**src/hdl/toggle_relay_cfg.svh**
```systemverilog
// Purpose: Constants of the toggle relay: reset values and state codes.
// Assumes: Included by bare name wherever the values are needed.
// Notes: Definitions only; guarded against double inclusion.
`ifndef TOGGLE_RELAY_CFG_SVH
`define TOGGLE_RELAY_CFG_SVH

// Output level after power-up or a non-retentive restore
`define TR_OUT_RESET 1'b0
// Trigger history after power-up
`define TR_TRIG_RESET 1'b0
// Status flags after power-up
`define TR_FLAG_RESET 1'b0
// One-hot state codes
`define TR_ST_OFF 2'h1
`define TR_ST_ON 2'h2
// Dominance selector values
`define TR_CLEAR_DOMINANT 1'b0
`define TR_PRESET_DOMINANT 1'b1

`endif

```
**src/hdl/toggle_relay_pkg.sv**
```systemverilog
// Purpose: Types shared by the toggle relay files.
// Assumes: toggle_relay_cfg.svh supplies the numeric codes.
// Notes: Nothing here is imported; users write the package name.
`include "toggle_relay_cfg.svh"

package toggle_relay_pkg;

	// One-hot relay state
	typedef enum logic [1:0] {
		RELAY_OFF = `TR_ST_OFF,
		RELAY_ON = `TR_ST_ON
	} relay_state_e;

	// Live inputs sampled each scan
	typedef struct packed {
		logic preset;
		logic clear;
		logic trig;
	} relay_in_s;

	// Configuration chosen for the block
	typedef struct packed {
		logic presetDominant;
		logic retain;
	} relay_cfg_s;

endpackage : toggle_relay_pkg

```
**src/hdl/toggle_relay.sv**
```systemverilog
// Purpose: Toggle relay with preset and clear inputs and selectable priority.
// Assumes: One scan per enabled mclk cycle; all inputs synchronous except reset, which is asynchronous.
// Notes: powerRestore marks the first scan after a power loss.
`include "toggle_relay_cfg.svh"
`timescale 1ns/1ps
`default_nettype none

module toggle_relay (
	input wire logic mclk,
	input wire logic reset,
	input wire logic clkEn,
	input wire logic powerRestore,
	input wire logic presetIn,
	input wire logic clearIn,
	input wire logic trigIn,
	input wire logic presetDominant,
	input wire logic retainEn,
	output logic relayOut,
	output logic overrideActive,
	output logic toggleTaken
);

	toggle_relay_pkg::relay_in_s in;
	toggle_relay_pkg::relay_cfg_s cfg;
	toggle_relay_pkg::relay_state_e state_q;
	toggle_relay_pkg::relay_state_e state_d;
	logic trigRise;
	logic restoreClears;
	logic nextOut;
	logic overrideOut;

	// Gather the live inputs and the configuration
	assign in = '{preset: presetIn, clear: clearIn, trig: trigIn};
	assign cfg = '{presetDominant: presetDominant, retain: retainEn};
	assign restoreClears = powerRestore & ~cfg.retain;

	// Edge history is realigned on any restore, avoiding a spurious toggle
	trig_edge_detect u_edge (
		.mclk(mclk),
		.reset(reset),
		.clkEn(clkEn),
		.realign(powerRestore),
		.trig(in.trig),
		.rise(trigRise)
	);

	// Level forced by the override inputs, dominance deciding a tie
	always_comb begin
		overrideOut = `TR_OUT_RESET;
		if (in.preset && in.clear) begin
			overrideOut = (cfg.presetDominant == `TR_PRESET_DOMINANT);
		end else if (in.preset) begin
			overrideOut = 1'b1;
		end else begin
			overrideOut = 1'b0;
		end
	end

	// Next state; restore has priority over every input in its scan
	always_comb begin
		state_d = state_q;
		if (restoreClears) begin
			state_d = toggle_relay_pkg::RELAY_OFF;
		end else if (powerRestore) begin
			state_d = state_q;
		end else if (in.preset || in.clear) begin
			state_d = overrideOut ? toggle_relay_pkg::RELAY_ON
				: toggle_relay_pkg::RELAY_OFF;
		end else begin
			case (state_q)
				toggle_relay_pkg::RELAY_OFF: begin
					if (trigRise) begin
						state_d = toggle_relay_pkg::RELAY_ON;
					end
				end
				toggle_relay_pkg::RELAY_ON: begin
					if (trigRise) begin
						state_d = toggle_relay_pkg::RELAY_OFF;
					end
				end
				// Illegal code recovers to off
				default: begin
					state_d = toggle_relay_pkg::RELAY_OFF;
				end
			endcase
		end
	end

	assign nextOut = (state_d == toggle_relay_pkg::RELAY_ON);

	// State register; holds when nothing acts
	always_ff @(posedge mclk or posedge reset) begin
		if (reset) begin
			state_q <= toggle_relay_pkg::RELAY_OFF;
		end else if (clkEn) begin
			state_q <= state_d;
		end
	end

	// Output copy kept in its own flop so the pin is registered
	always_ff @(posedge mclk or posedge reset) begin
		if (reset) begin
			relayOut <= `TR_OUT_RESET;
		end else if (clkEn) begin
			relayOut <= nextOut;
		end
	end

	// Status flags: override in force, and a toggle taken this scan
	always_ff @(posedge mclk or posedge reset) begin
		if (reset) begin
			overrideActive <= `TR_FLAG_RESET;
			toggleTaken <= `TR_FLAG_RESET;
		end else if (clkEn) begin
			overrideActive <= ~powerRestore & (in.preset | in.clear);
			toggleTaken <= ~powerRestore & ~in.preset & ~in.clear & trigRise;
		end
	end

	// Assertions

	chk_edge_toggles: assert property (
		@(posedge mclk) disable iff (reset)
		(clkEn && !powerRestore && !presetIn && !clearIn && trigRise)
		|=> (relayOut == !$past(relayOut)) && toggleTaken
	) else $error("Trigger edge did not toggle the output");

	chk_trig_ignored: assert property (
		@(posedge mclk) disable iff (reset)
		(clkEn && !powerRestore && (presetIn || clearIn) && trigIn)
		|=> !toggleTaken && overrideActive
	) else $error("Trigger acted during an override");

	chk_preset_high: assert property (
		@(posedge mclk) disable iff (reset)
		(clkEn && !powerRestore && presetIn && !clearIn) |=> relayOut
	) else $error("Preset did not drive the output high");

	chk_clear_low: assert property (
		@(posedge mclk) disable iff (reset)
		(clkEn && !powerRestore && clearIn && !presetIn) |=> !relayOut
	) else $error("Clear did not drive the output low");

	chk_clear_wins: assert property (
		@(posedge mclk) disable iff (reset)
		(clkEn && !powerRestore && presetIn && clearIn && !presetDominant)
		|=> !relayOut
	) else $error("Clear-dominant tie did not give low");

	chk_preset_wins: assert property (
		@(posedge mclk) disable iff (reset)
		(clkEn && !powerRestore && presetIn && clearIn && presetDominant)
		|=> relayOut
	) else $error("Preset-dominant tie did not give high");

	chk_restore_clears: assert property (
		@(posedge mclk) disable iff (reset)
		(clkEn && powerRestore && !retainEn) |=> !relayOut
	) else $error("Non-retentive restore left the output set");

	chk_restore_keeps: assert property (
		@(posedge mclk) disable iff (reset)
		(clkEn && powerRestore && retainEn) |=> $stable(relayOut)
	) else $error("Retentive restore changed the output");

	chk_tie_follows_cfg: assert property (
		@(posedge mclk) disable iff (reset)
		(clkEn && !powerRestore && presetIn && clearIn)
		|=> relayOut == $past(presetDominant)
	) else $error("Tie result does not follow the dominance choice");

	chk_idle_holds: assert property (
		@(posedge mclk) disable iff (reset)
		(clkEn && !powerRestore && !presetIn && !clearIn && !trigRise)
		|=> $stable(relayOut)
	) else $error("Output changed with nothing acting");

	chk_freeze_holds: assert property (
		@(posedge mclk) disable iff (reset)
		!clkEn |=> $stable(relayOut) && $stable(state_q)
	) else $error("State moved while the clock enable was low");

	chk_toggle_only_edge: assert property (
		@(posedge mclk) disable iff (reset)
		(clkEn && !(trigRise && !powerRestore && !presetIn && !clearIn))
		|=> !toggleTaken
	) else $error("Toggle flag set without a taken edge");

	chk_override_flag: assert property (
		@(posedge mclk) disable iff (reset)
		(clkEn && !powerRestore && !presetIn && !clearIn)
		|=> !overrideActive
	) else $error("Override flag set with no override");

	chk_restore_quiet: assert property (
		@(posedge mclk) disable iff (reset)
		(clkEn && powerRestore) |=> !overrideActive && !toggleTaken
	) else $error("Flags set in a restore scan");

	chk_out_mirrors: assert property (
		@(posedge mclk) disable iff (reset)
		1'b1 |-> relayOut == (state_q == toggle_relay_pkg::RELAY_ON)
	) else $error("Output flop disagrees with relay state");

endmodule : toggle_relay

`default_nettype wire

```
**src/hdl/trig_edge_detect.sv**
```systemverilog
// Purpose: Rising-edge detector for the trigger input.
// Assumes: Trigger is synchronous to mclk.
// Notes: Realign masks rise for its scan, so no edge is seen on resume.
`include "toggle_relay_cfg.svh"
`timescale 1ns/1ps
`default_nettype none

module trig_edge_detect (
	input wire logic mclk,
	input wire logic reset,
	input wire logic clkEn,
	input wire logic realign,
	input wire logic trig,
	output logic rise
);

	logic trigPrev_q;

	// Compare against the level of the previous scan
	assign rise = trig & ~trigPrev_q & ~realign;

	// History register, frozen while the clock enable is low
	always_ff @(posedge mclk or posedge reset) begin
		if (reset) begin
			trigPrev_q <= `TR_TRIG_RESET;
		end else if (clkEn) begin
			trigPrev_q <= trig;
		end
	end

endmodule : trig_edge_detect

`default_nettype wire

```
**config.mk**
```make
export PLATFORM = sky130hd
export DESIGN_NAME = toggle_relay
export DESIGN_NICKNAME = d
export VERILOG_FILES = /design/src/hdl/toggle_relay_pkg.sv /design/src/hdl/toggle_relay.sv /design/src/hdl/trig_edge_detect.sv
export VERILOG_INCLUDE_DIRS = /design/src /design/src/hdl
export SDC_FILE = /design/constraint.sdc
export NUM_CORES = 1
export LEC_CHECK = 0
export BUFFER_PORTS_ARGS = -buffer_cell sky130_fd_sc_hd__buf_2
export CAP_MARGIN = 5
export CORE_AREA = 10 10 47 49
export CTS_CLUSTER_SIZE = 12
export DETAILED_ROUTE_END_ITERATION = 10
export DIE_AREA = 0 0 57 59
export HOLD_SLACK_MARGIN = 0.03
export PLACE_DENSITY = 0.52
export SLEW_MARGIN = 10
export SYNTH_ARGS = -nofsm -noshare
export SYNTH_HDL_FRONTEND = slang
export SYNTH_SLANG_ARGS = --single-unit
```
**constraint.sdc**
```tcl
create_clock -name mclk -period 2.1 [get_ports mclk]
set_input_delay 0 -clock mclk [delete_from_list [all_inputs] [get_ports mclk]]
set_output_delay 0 -clock mclk [all_outputs]
set_load 0.05 [all_outputs]
```
==> results of run 1 <==
## path summary, 6_finish.rpt
path / from / end / slack, ps
setup / recovery: state_q[1] / state_q[1] / 340
hold reg to reg: overrideActive / overrideActive / 500
setup reg to reg: state_q[1] / state_q[1] / 340
max in group asynchronous: reset / state_q[0] / 1640
min in group asynchronous: reset / u_edge.trigPrev_q / 200
hold / removal: clearIn / toggleTaken / 60
## per-stage QoR
stage | hold slack (ps) | power, W | util | worst slack [ps]
after floorplan | -210 | 0.000242 | - | 518
after global placement | -80.1 | 0.000270 | 0.328 | 273
after detailed placement | -77.4 | 0.000269 | 0.328 | 335
after CTS | 52.1 | 0.000390 | 0.361 | 319
after global routing | 66.1 | 0.000411 | 0.361 | 186
final | 58.1 | 0.000382 | 0.361 | 341
## tightest hold or removal path, stage by stage
cell,delay (ps)
buf_2,80
nor2_1,50
nand2_1,60
o22ai_1,60
## area by class of cell
type / count / area (sq um) / area share
multi-input cells: 26 / 210 / 0.416
flip-flops and latches: 6 / 151 / 0.300
repair buffers: 13 / 75.1 / 0.149
clock buffers: 4 / 26.3 / 0.0520
inverters: 6 / 22.5 / 0.0446
well taps: 16 / 20.0 / 0.0396
## report_power, final
| group | switching, W | internal, W |
|---|---|---|
| registers | 0.0000118 | 0.000135 |
| clock network | 0.0000412 | 0.0000719 |
| logic | 0.0000704 | 0.0000517 |
## logic make-up (layout without fill, tap and decap cells)
kind of cell,count (synthesis),after routing,synth area share
simple gates,11,11,0.157
compound gates,10,10,0.223
buf+inv,8,23,0.0940
flops,6,6,0.379
mux,3,3,0.0846
fa+ha+maj,2,2,0.0627
## cells in the mapped netlist
cell type,number
ha_1,2
o22ai_1,1
buf_6,1
o21ai_0,1
a21oi_2,1
o32ai_1,1
clkbuf_1,1
a211o_1,1
a21boi_0,2
or3b_4,1
nand2_1,3
nor4b_1,2
inv_1,6
nor2_1,3
dfstp_2,1
o311ai_1,1
o22ai_2,1
a2111oi_2,1
dfrtp_1,5
nor3_1,1
nand2b_1,1
mux2_2,3
## registers in the layout, summed over array words and instances, names as in the netlist
register and count:
u_edge.trigPrev_q 1, toggleTaken 1, relayOut 1, state_q 2
overrideActive 1
## cell usage in the layout (no fill, tap or decap)
cell type	n
nor2_1	3
a211o_1	1
dfstp_2	1
o21ai_0	1
clkbuf_4	3
ha_1	2
o22ai_2	1
o22ai_1	1
dfrtp_1	5
inv_1	6
nor3_1	1
a21oi_2	1
nor4b_1	2
buf_2	11
or3b_4	1
mux2_2	3
nand2_1	3
a21boi_0	2
o311ai_1	1
dlygate4sd3_1	2
clkbuf_1	1
a2111oi_2	1
o32ai_1	1
nand2b_1	1
## per-layer routing
| metal | wire length, microns | share of wire | vias to the layer above | GRT usage |
|---|---|---|---|---|
| met5 | 0 | 0 | - | 0 |
| met4 | 0 | 0 | 0 | 0.0503 |
| met3 | 23 | 0.028 | 0 | 0.0129 |
| met2 | 441 | 0.53 | 5 | 0.0806 |
| met1 | 371 | 0.44 | 150 | 0.0524 |
| li1 | - | - | 174 | - |
## what timing repair did
| item | in CTS | in global routing |
|---|---|---|
| resized for setup | 0 | 0 |
| hold buffers | 2 | 0 |
| setup buffers | 0 | 0 |
| hold endpoints to repair | 7 | 0 |
==> impl_metrics.ini, run 1 <==
[power]
peakVddDrop_uv = 321
power-per-cell-area_mw_per_mm2 = 755
power.leakage_nw = 0.235

[placement]
dp.cells = 65
place_hpwl_microns = 698
portBuffers = 11
place.gp.congestion = 0.742
placed_area_sq_um = 459

[global_route]
grt_max_degree = 11
antenna_found_initial = 0
overflow = 0
grt_usage = 0.0506
grt_pass1_vias = 337
grt_pass1_wl_microns = 1350

[critical_path]
startpoint_type = flop
cp-end-kind = flop
cp.depth = 6
cpLargestDelayFamily = compound AO/OA/AOI/OAI gates
critPathBufInv = 1
worstPathArrival_ps = 1850
ff2ff_path_depth = 6
worstSetupPathType = flop to flop
max_stage_delay_ps = 360
crit_slowest_cell = dfrtp_1
path_max_fanout = 3
required_ps = 2190
path_cells = inv_1, ha_1, nor4b_1, a2111oi_2, o311ai_1, o21ai_0

[routing]
vias_per_cell = 4.63
drc = 0
routed_wl_microns = 836
detailedRoute.firstIterationViolations = 2
first_pass_iters = 3
ant_nets = 0
vias = 329
routedWlPerCell_microns = 11.8

[timing]
fin_skew_ps = 5.77
finalCritPeriodShare = 0.838
setup_viol = 0
slew_headroom = 0.740
fmax_mhz = 569
finalHoldViolations = 0
worst_pin_slew_ps = 384
rsz0062_at_grt = false
period_needed_ps = 1760
setup-tns-final_ps = 0
slew_viol_final = 0

[flow_run]
cap_violations = 0

[finish]
fin_area_sq_um = 505
diodes = 0
nFillCells = 153
final_nets = 67
synthToLayoutAreaGrowth_pct = 26.6
drive_gt1_frac = 0.400
final-instance-count-excl-fill = 71

[floorplanning]
coreArea_sq_mm = 0.00140
fp-row-count = 14
io_pins = 12
die_area_sq_mm = 0.00336
die_x_microns = 57
die_h_microns = 59
initial_utilization = 0.285

[synthesis]
yosysSeqAreaShare = 0.379
yosysWarnings = 0
netlist_instances = 40
synth_top_area_frac = 0.313
synth_area_leaders = dfrtp_1, mux2_2, dfstp_2
synth-seq-cells = 6
syn_nets = 51
avgSynthCellArea_sq_um = 9.98
synthesis.area_sq_um = 399
yosysUniqueCellTypes = 22
synth.largest_area_cell = dfrtp_1

[clock_network]
root_buffer = clkbuf_4
cts_sinks = 6
cts.clk_slew.worst_paths_ps = 50
numCtsBuffers = 3
htree_levels = 1
cts_tree = built
clkLatencyLatePin_ps = 240
cts_buffer_depth = 2

[min_path]
worstHoldPathCells = 4
hp-class = primary input to flop

[outcome]
status = finished, final reports clean
No activity file was read; power rests on OpenSTA's default activity.
==> inputs of run 2 (changes only) <==
--- a/config.mk
+++ b/config.mk
@@ -6,6 +6,7 @@
 export SDC_FILE = /design/constraint.sdc
 export NUM_CORES = 1
 export LEC_CHECK = 0
+export ABC_AREA = 1
 export BUFFER_PORTS_ARGS = -buffer_cell sky130_fd_sc_hd__buf_2
 export CAP_MARGIN = 5
 export CORE_AREA = 10 10 47 49
@@ -13,7 +14,7 @@
 export DETAILED_ROUTE_END_ITERATION = 10
 export DIE_AREA = 0 0 57 59
 export HOLD_SLACK_MARGIN = 0.03
-export PLACE_DENSITY = 0.52
+export PLACE_DENSITY = 0.53
 export SLEW_MARGIN = 10
 export SYNTH_ARGS = -nofsm -noshare
 export SYNTH_HDL_FRONTEND = slang
==> constraint.sdc (replaced) <==
create_clock -name mclk -period 1.46 [get_ports mclk]
set_input_delay 0 -clock mclk [delete_from_list [all_inputs] [get_ports mclk]]
set_output_delay 0 -clock mclk [all_outputs]
set_load 0.05 [all_outputs]
==> run 2 against run 1 <==
  * Synthesized area fell by 4.1%
  * Non-clock buffer count is 3 higher
  * Largest power group unchanged
  * Critical path type unchanged
  * Setup slack got worse by 240 ps
  * Largest cell class unchanged
==> impl_metrics.ini, run 2 <==
[power]
power-per-cell-area_mw_per_mm2 = 957
power.leakage_nw = 0.298
peakVddDrop_uv = 550

[clock_network]
cts_tree = built
root_buffer = clkbuf_4
cts_buffer_depth = 2
clkLatencyLatePin_ps = 250
cts_sinks = 6
numCtsBuffers = 3
htree_levels = 1
cts.clk_slew.worst_paths_ps = 50

[critical_path]
worstSetupPathType = flop to flop
cpMostUsedCell = nand2_1
worstReg2RegEnd = relayOut
path_max_fanout = 2
cp-end-kind = flop
startpoint_type = flop
r2r_slack_ps = 100
crit_slowest_cell = dfstp_2
max_stage_delay_ps = 530
required_ps = 1650
worstPathArrival_ps = 1550
path_cells = inv_2, ha_4, a21oi_2, nand2_1, nand2_1, nand2_1, nand2_1, nand3_2, nand2_1
r2r-start = state_q[0]
ff2ff_path_depth = 9

[timing]
period_needed_ps = 1360
slew_viol_final = 0
finalCritPeriodShare = 0.931
fin_skew_ps = 0.322
setup_viol = 0
slew_headroom = 0.832
worst_pin_slew_ps = 254
fmax_mhz = 736
rsz0062_at_grt = false
finalHoldViolations = 0
setup-tns-final_ps = 0

[routing]
vias_per_cell = 4.33
routed_wl_microns = 1010
drc = 0
routedWlPerCell_microns = 11.2
vias = 390
ant_nets = 0
first_pass_iters = 4
detailedRoute.firstIterationViolations = 7

[synthesis]
yosysUniqueCellTypes = 14
synth_commonest_cells = nand2_1, inv_1, dfrtp_1, nand3_1, o21ai_1
yosysWarnings = 0
synthesis.area_sq_um = 383
synth_area_leaders = dfrtp_1, nand2_1, inv_1
avgSynthCellArea_sq_um = 7.09
yosysSeqAreaShare = 0.395
synth_top_area_frac = 0.327
synth.largest_area_cell = dfrtp_1
ys.flop_type = dfrtp_1
netlist_instances = 54
postSynth.asyncResetShare = 1.00
syn_nets = 65
synth_edf_count = 0
synth.most_common_cell = nand2_1
synth-seq-cells = 6

[global_route]
grt_pass1_vias = 393
grt_usage = 0.0594
overflow = 0
grt_max_degree = 9
grt_pass1_wl_microns = 1570
antenna_found_initial = 0

[finish]
regMostFlops = state_q
layout_common_cells = nand2_1, buf_2, inv_1, dfrtp_1
synthToLayoutAreaGrowth_pct = 47.7
final_nets = 86
drive_gt1_frac = 0.351
final-instance-count-excl-fill = 90
largest_reg_flops = 2
final_common_cell = nand2_1
diodes = 0

[min_path]
hp-class = primary input to flop
min_to = toggleTaken
worstHoldPathCells = 4
worstHoldStart = clearIn

[floorplanning]
initial_utilization = 0.273
die_h_microns = 59
die_x_microns = 57
fp-row-count = 14
io_pins = 12
coreArea_sq_mm = 0.00140
die_area_sq_mm = 0.00336

[placement]
place.gp.congestion = 0.696
portBuffers = 11
place_hpwl_microns = 733
dp.cells = 83

[flow_run]
cap_violations = 0

[outcome]
status = finished, final reports clean
==> run 2: cell types whose count changed in the layout (fill, tap and decap cells not counted), moves of 3 or more <==
cell,delta
inv_2,+3
mux2_2,-3
nand2_1,+15
nand3_1,+4
o21ai_1,+4
==> run 2: metal layers <==
layer | wire length, microns | vias to the layer above | part of all wire | track usage
li1 | - | 210 | - | -
met1 | 385 | 174 | 0.38 | 0.0490
met2 | 566 | 4 | 0.56 | 0.110
met3 | 50 | 2 | 0.050 | 0.0279
met4 | 8 | 0 | 0.0079 | 0.0403
met5 | 0 | - | 0 | 0
==> run 2: critical path, delay by kind of cell (launching register included) <==
kind,cells,cell delay [ps]
fa+ha+maj,1,240
compound gates,1,90
buf+inv,1,50
flops,1,530
simple gates,6,400
==> run 2: layout make-up <==
type | instances | area, sq um
clock buffers | 4 | 26.3
well taps | 16 | 20.0
repair buffers | 16 | 100
multi-input cells | 37 | 226
flip-flops and latches | 6 | 151
fillers | 159 | 836
inverters | 11 | 41.3
==> run 2: power by group <==
group / internal (W) / leakage (nW) / switching, W
clock network: 0.000104 / 0.0150 / 0.0000684
logic: 0.0000707 / 0.208 / 0.000103
registers: 0.000185 / 0.0751 / 0.0000108
total: 0.000359 / 0.298 / 0.000182
==> run 2: worst max-delay path by stage <==
stage                from          to  slack, ps  cells after the start
4_1_cts        state_q[0]    relayOut          5                      9
2_1_floorplan  state_q[0]    relayOut         90                      9
3_5_place_dp   state_q[0]    relayOut         20                      9
3_3_place_gp   state_q[0]    relayOut         30                      9
5_1_grt        state_q[0]  state_q[1]        0.2                      9
6_report       state_q[0]    relayOut        100                      9
==> run 2: kinds of logic after synthesis <==
family,count (synthesis),synth area share
adders and majority gates,2,0.0653
AOI/OAI and AO/OA,9,0.124
DFF,6,0.395
buffers and inverters,11,0.108
and+or+nand+nor,26,0.307
==> run 2: timing repair <==
action / in CTS / in global routing
setup buffers: 0 / 0
hold buffers: 3 / 0
resized for setup: 0 / 8
setup endpoints to repair: 0 / 2
endpoints found under the hold margin: 8 / 0
==> run 2: metrics by stage <==
step | setup WS, ps | hold slack (ps) | util | power, W | area (sq um)
finish | 101 | 72.4 | 0.404 | 0.000541 | 566
global route | 0.195 | 78.5 | 0.404 | 0.000580 | 566
CTS | 4.91 | 68.4 | 0.378 | 0.000525 | 529
detailed placement | 22.3 | -78.0 | 0.338 | 0.000340 | 473
global placement | 31.3 | -81.7 | 0.338 | 0.000338 | 473
floorplan | 90.0 | -210 | - | 0.000291 | 383
==> inputs of run 3 (changes only) <==
--- a/config.mk
+++ b/config.mk
@@ -6,7 +6,6 @@
 export SDC_FILE = /design/constraint.sdc
 export NUM_CORES = 1
 export LEC_CHECK = 0
-export ABC_AREA = 1
 export BUFFER_PORTS_ARGS = -buffer_cell sky130_fd_sc_hd__buf_2
 export CAP_MARGIN = 5
 export CORE_AREA = 10 10 47 49
@@ -14,7 +13,7 @@
 export DETAILED_ROUTE_END_ITERATION = 10
 export DIE_AREA = 0 0 57 59
 export HOLD_SLACK_MARGIN = 0.03
-export PLACE_DENSITY = 0.53
+export PLACE_DENSITY = 0.54
 export SLEW_MARGIN = 10
 export SYNTH_ARGS = -nofsm -noshare
 export SYNTH_HDL_FRONTEND = slang
==> run 3 against run 2 <==
  * The flow now finishes with violations (negative setup slack)
  * Critical path type unchanged
  * Register-to-register slack got worse by 220 ps
  * Clock-buffer cell count unchanged
  * Largest power group is now combinational logic
  * Largest cell class unchanged
  * Sequential power increased by 9.7%
  * Combinational power increased by 82%
==> impl_metrics.ini, run 3 (same netlist as run 1, synthesis figures left out) <==
[clock_network]
htree_levels = 1
cts_sinks = 6
cts_tree = built
numCtsBuffers = 3
cts_buffer_depth = 2
root_buffer = clkbuf_4
cts.clk_slew.worst_paths_ps = 40
clkLatencyLatePin_ps = 240

[flow_run]
cap_violations = 0

[routing]
routedWlPerCell_microns = 13.2
detailedRoute.firstIterationViolations = 1
first_pass_iters = 2
drc = 0
route.layer.met1.wl_microns = 443
route.met2.wl_microns = 497
route.met3.wl_microns = 77
routed.top_layer = met4
routed_wl_microns = 1030
vias_per_cell = 4.86
ant_nets = 0
vias = 379

[critical_path]
crit_slowest_cell = dfstp_2
cpLargestDelayFamily = flip-flops
path_max_fanout = 4
worstPathArrival_ps = 1740
path_cells = inv_2, ha_4, nor4b_4, a211o_1, a21oi_2, mux2_2
cp-end-kind = flop
worstSetupPathType = flop to flop
required_ps = 1620
critPathBufInv = 1
max_stage_delay_ps = 570
startpoint_type = flop

[floorplanning]
die_area_sq_mm = 0.00336
io_pins = 12
die_x_microns = 57
initial_utilization = 0.285
fp-row-count = 14
die_h_microns = 59
coreArea_sq_mm = 0.00140

[placement]
portBuffers = 11
place.gp.congestion = 0.667
place_hpwl_microns = 827
dp.cells = 72

[timing]
period_needed_ps = 1580
hold_slack_ps = 58.5
setup_viol = 3
slew_headroom = 0.727
finalHoldViolations = 0
slew_viol_final = 0
fmax_mhz = 632
fin_skew_ps = 5.09
worst_slack_ps = -121
worst_pin_slew_ps = 405
finalCritPeriodShare = 1.08
rsz0062_at_grt = true

[global_route]
antenna_found_initial = 0
grt_usage = 0.0685
grt_pass1_wl_microns = 1860
grt_max_degree = 10
overflow = 0
grt_pass1_vias = 454

[finish]
nFillCells = 143
drive_gt1_frac = 0.629
regMostFlops = state_q
largest_reg_flops = 2
synthToLayoutAreaGrowth_pct = 61.1
layout_common_cells = buf_2, buf_4, dfrtp_1, inv_1
final_nets = 74
final_common_cell = buf_2
diodes = 0
final-instance-count-excl-fill = 78

[power]
power-per-cell-area_mw_per_mm2 = 1060
p_clk_frac = 0.227
p_seq_frac = 0.313
switching_power_w = 0.000227
p_int_w = 0.000457
peakVddDrop_uv = 501
power.leakage_nw = 0.283
pwr-share-comb = 0.460
netSwitchingFraction = 0.332

[outcome]
status = finished with violations
violations = negative setup slack

[min_path]
hp-class = primary input to flop
run 3: cell types whose count changed in the layout (fill, tap and decap cells not counted), moves of 2 or more:
cell / change
buf_4: +6
mux2_2: +3
nand2_1: -15
nor4b_4: +2
dlygate4sd3_1: -2
o21ai_1: -3
a21boi_0: +2
a21oi_1: -2
nand3_1: -4
inv_1: -4
run 3: layout make-up:
cell class	count	area, sq um	share of cell area
clock buffers	4	26.3	0.0409
inverters	6	22.5	0.0350
multi-input cells	26	298	0.463
flip-flops and latches	6	151	0.235
well taps	16	20.0	0.0311
repair buffers	20	125	0.195
run 3: power by group through the flow:
stage / clock [W] / sequential [W] / combinational [W]
6_report: 0.000155 / 0.000214 / 0.000315
5_1_grt: 0.000178 / 0.000218 / 0.000336
4_1_cts: 0.000165 / 0.000215 / 0.000307
3_5_place_dp: 0 / 0.000213 / 0.000227
3_3_place_gp: 0 / 0.000212 / 0.000227
2_1_floorplan: 0 / 0.000239 / 0.000127
run 3: timing repair:
| item | in CTS | in global routing |
|---|---|---|
| setup buffers | 1 | 0 |
| pin swaps | 4 | 1 |
| resized for setup | 7 | 1 |
| endpoints found under the hold margin | 6 | 0 |
| setup endpoints to repair | 3 | 3 |
| hold buffers | 1 | 0 |
run 3: worst paths after layout:
check,slack [ps],start,end,cells after the start
worst min register to register,500,overrideActive,overrideActive,1
worst max-delay path,-120,state_q[0],state_q[0],6
min in group asynchronous,220,reset,overrideActive,3
max in group asynchronous,990,reset,state_q[0],3
worst max register to register,-120,state_q[0],state_q[0],6
worst min-delay path,60,trigIn,u_edge.trigPrev_q,2
run 3: metrics by stage:
stage	cell area (sq um)	TNS, ps	power [W]	setup WS [ps]	util
after floorplan	419	-152	0.000366	-57.2	-
after global placement	532	-516	0.000439	-214	0.379
after detailed placement	532	-596	0.000441	-253	0.379
after CTS	634	-288	0.000687	-105	0.453
after global routing	643	-526	0.000732	-192	0.459
final	643	-304	0.000684	-121	0.459
run 3: layer usage:
metal,vias to the layer above,track usage
li1,191,-
met1,178,0.0646
met2,8,0.118
met3,2,0.0279
met4,0,0.0503
met5,-,0
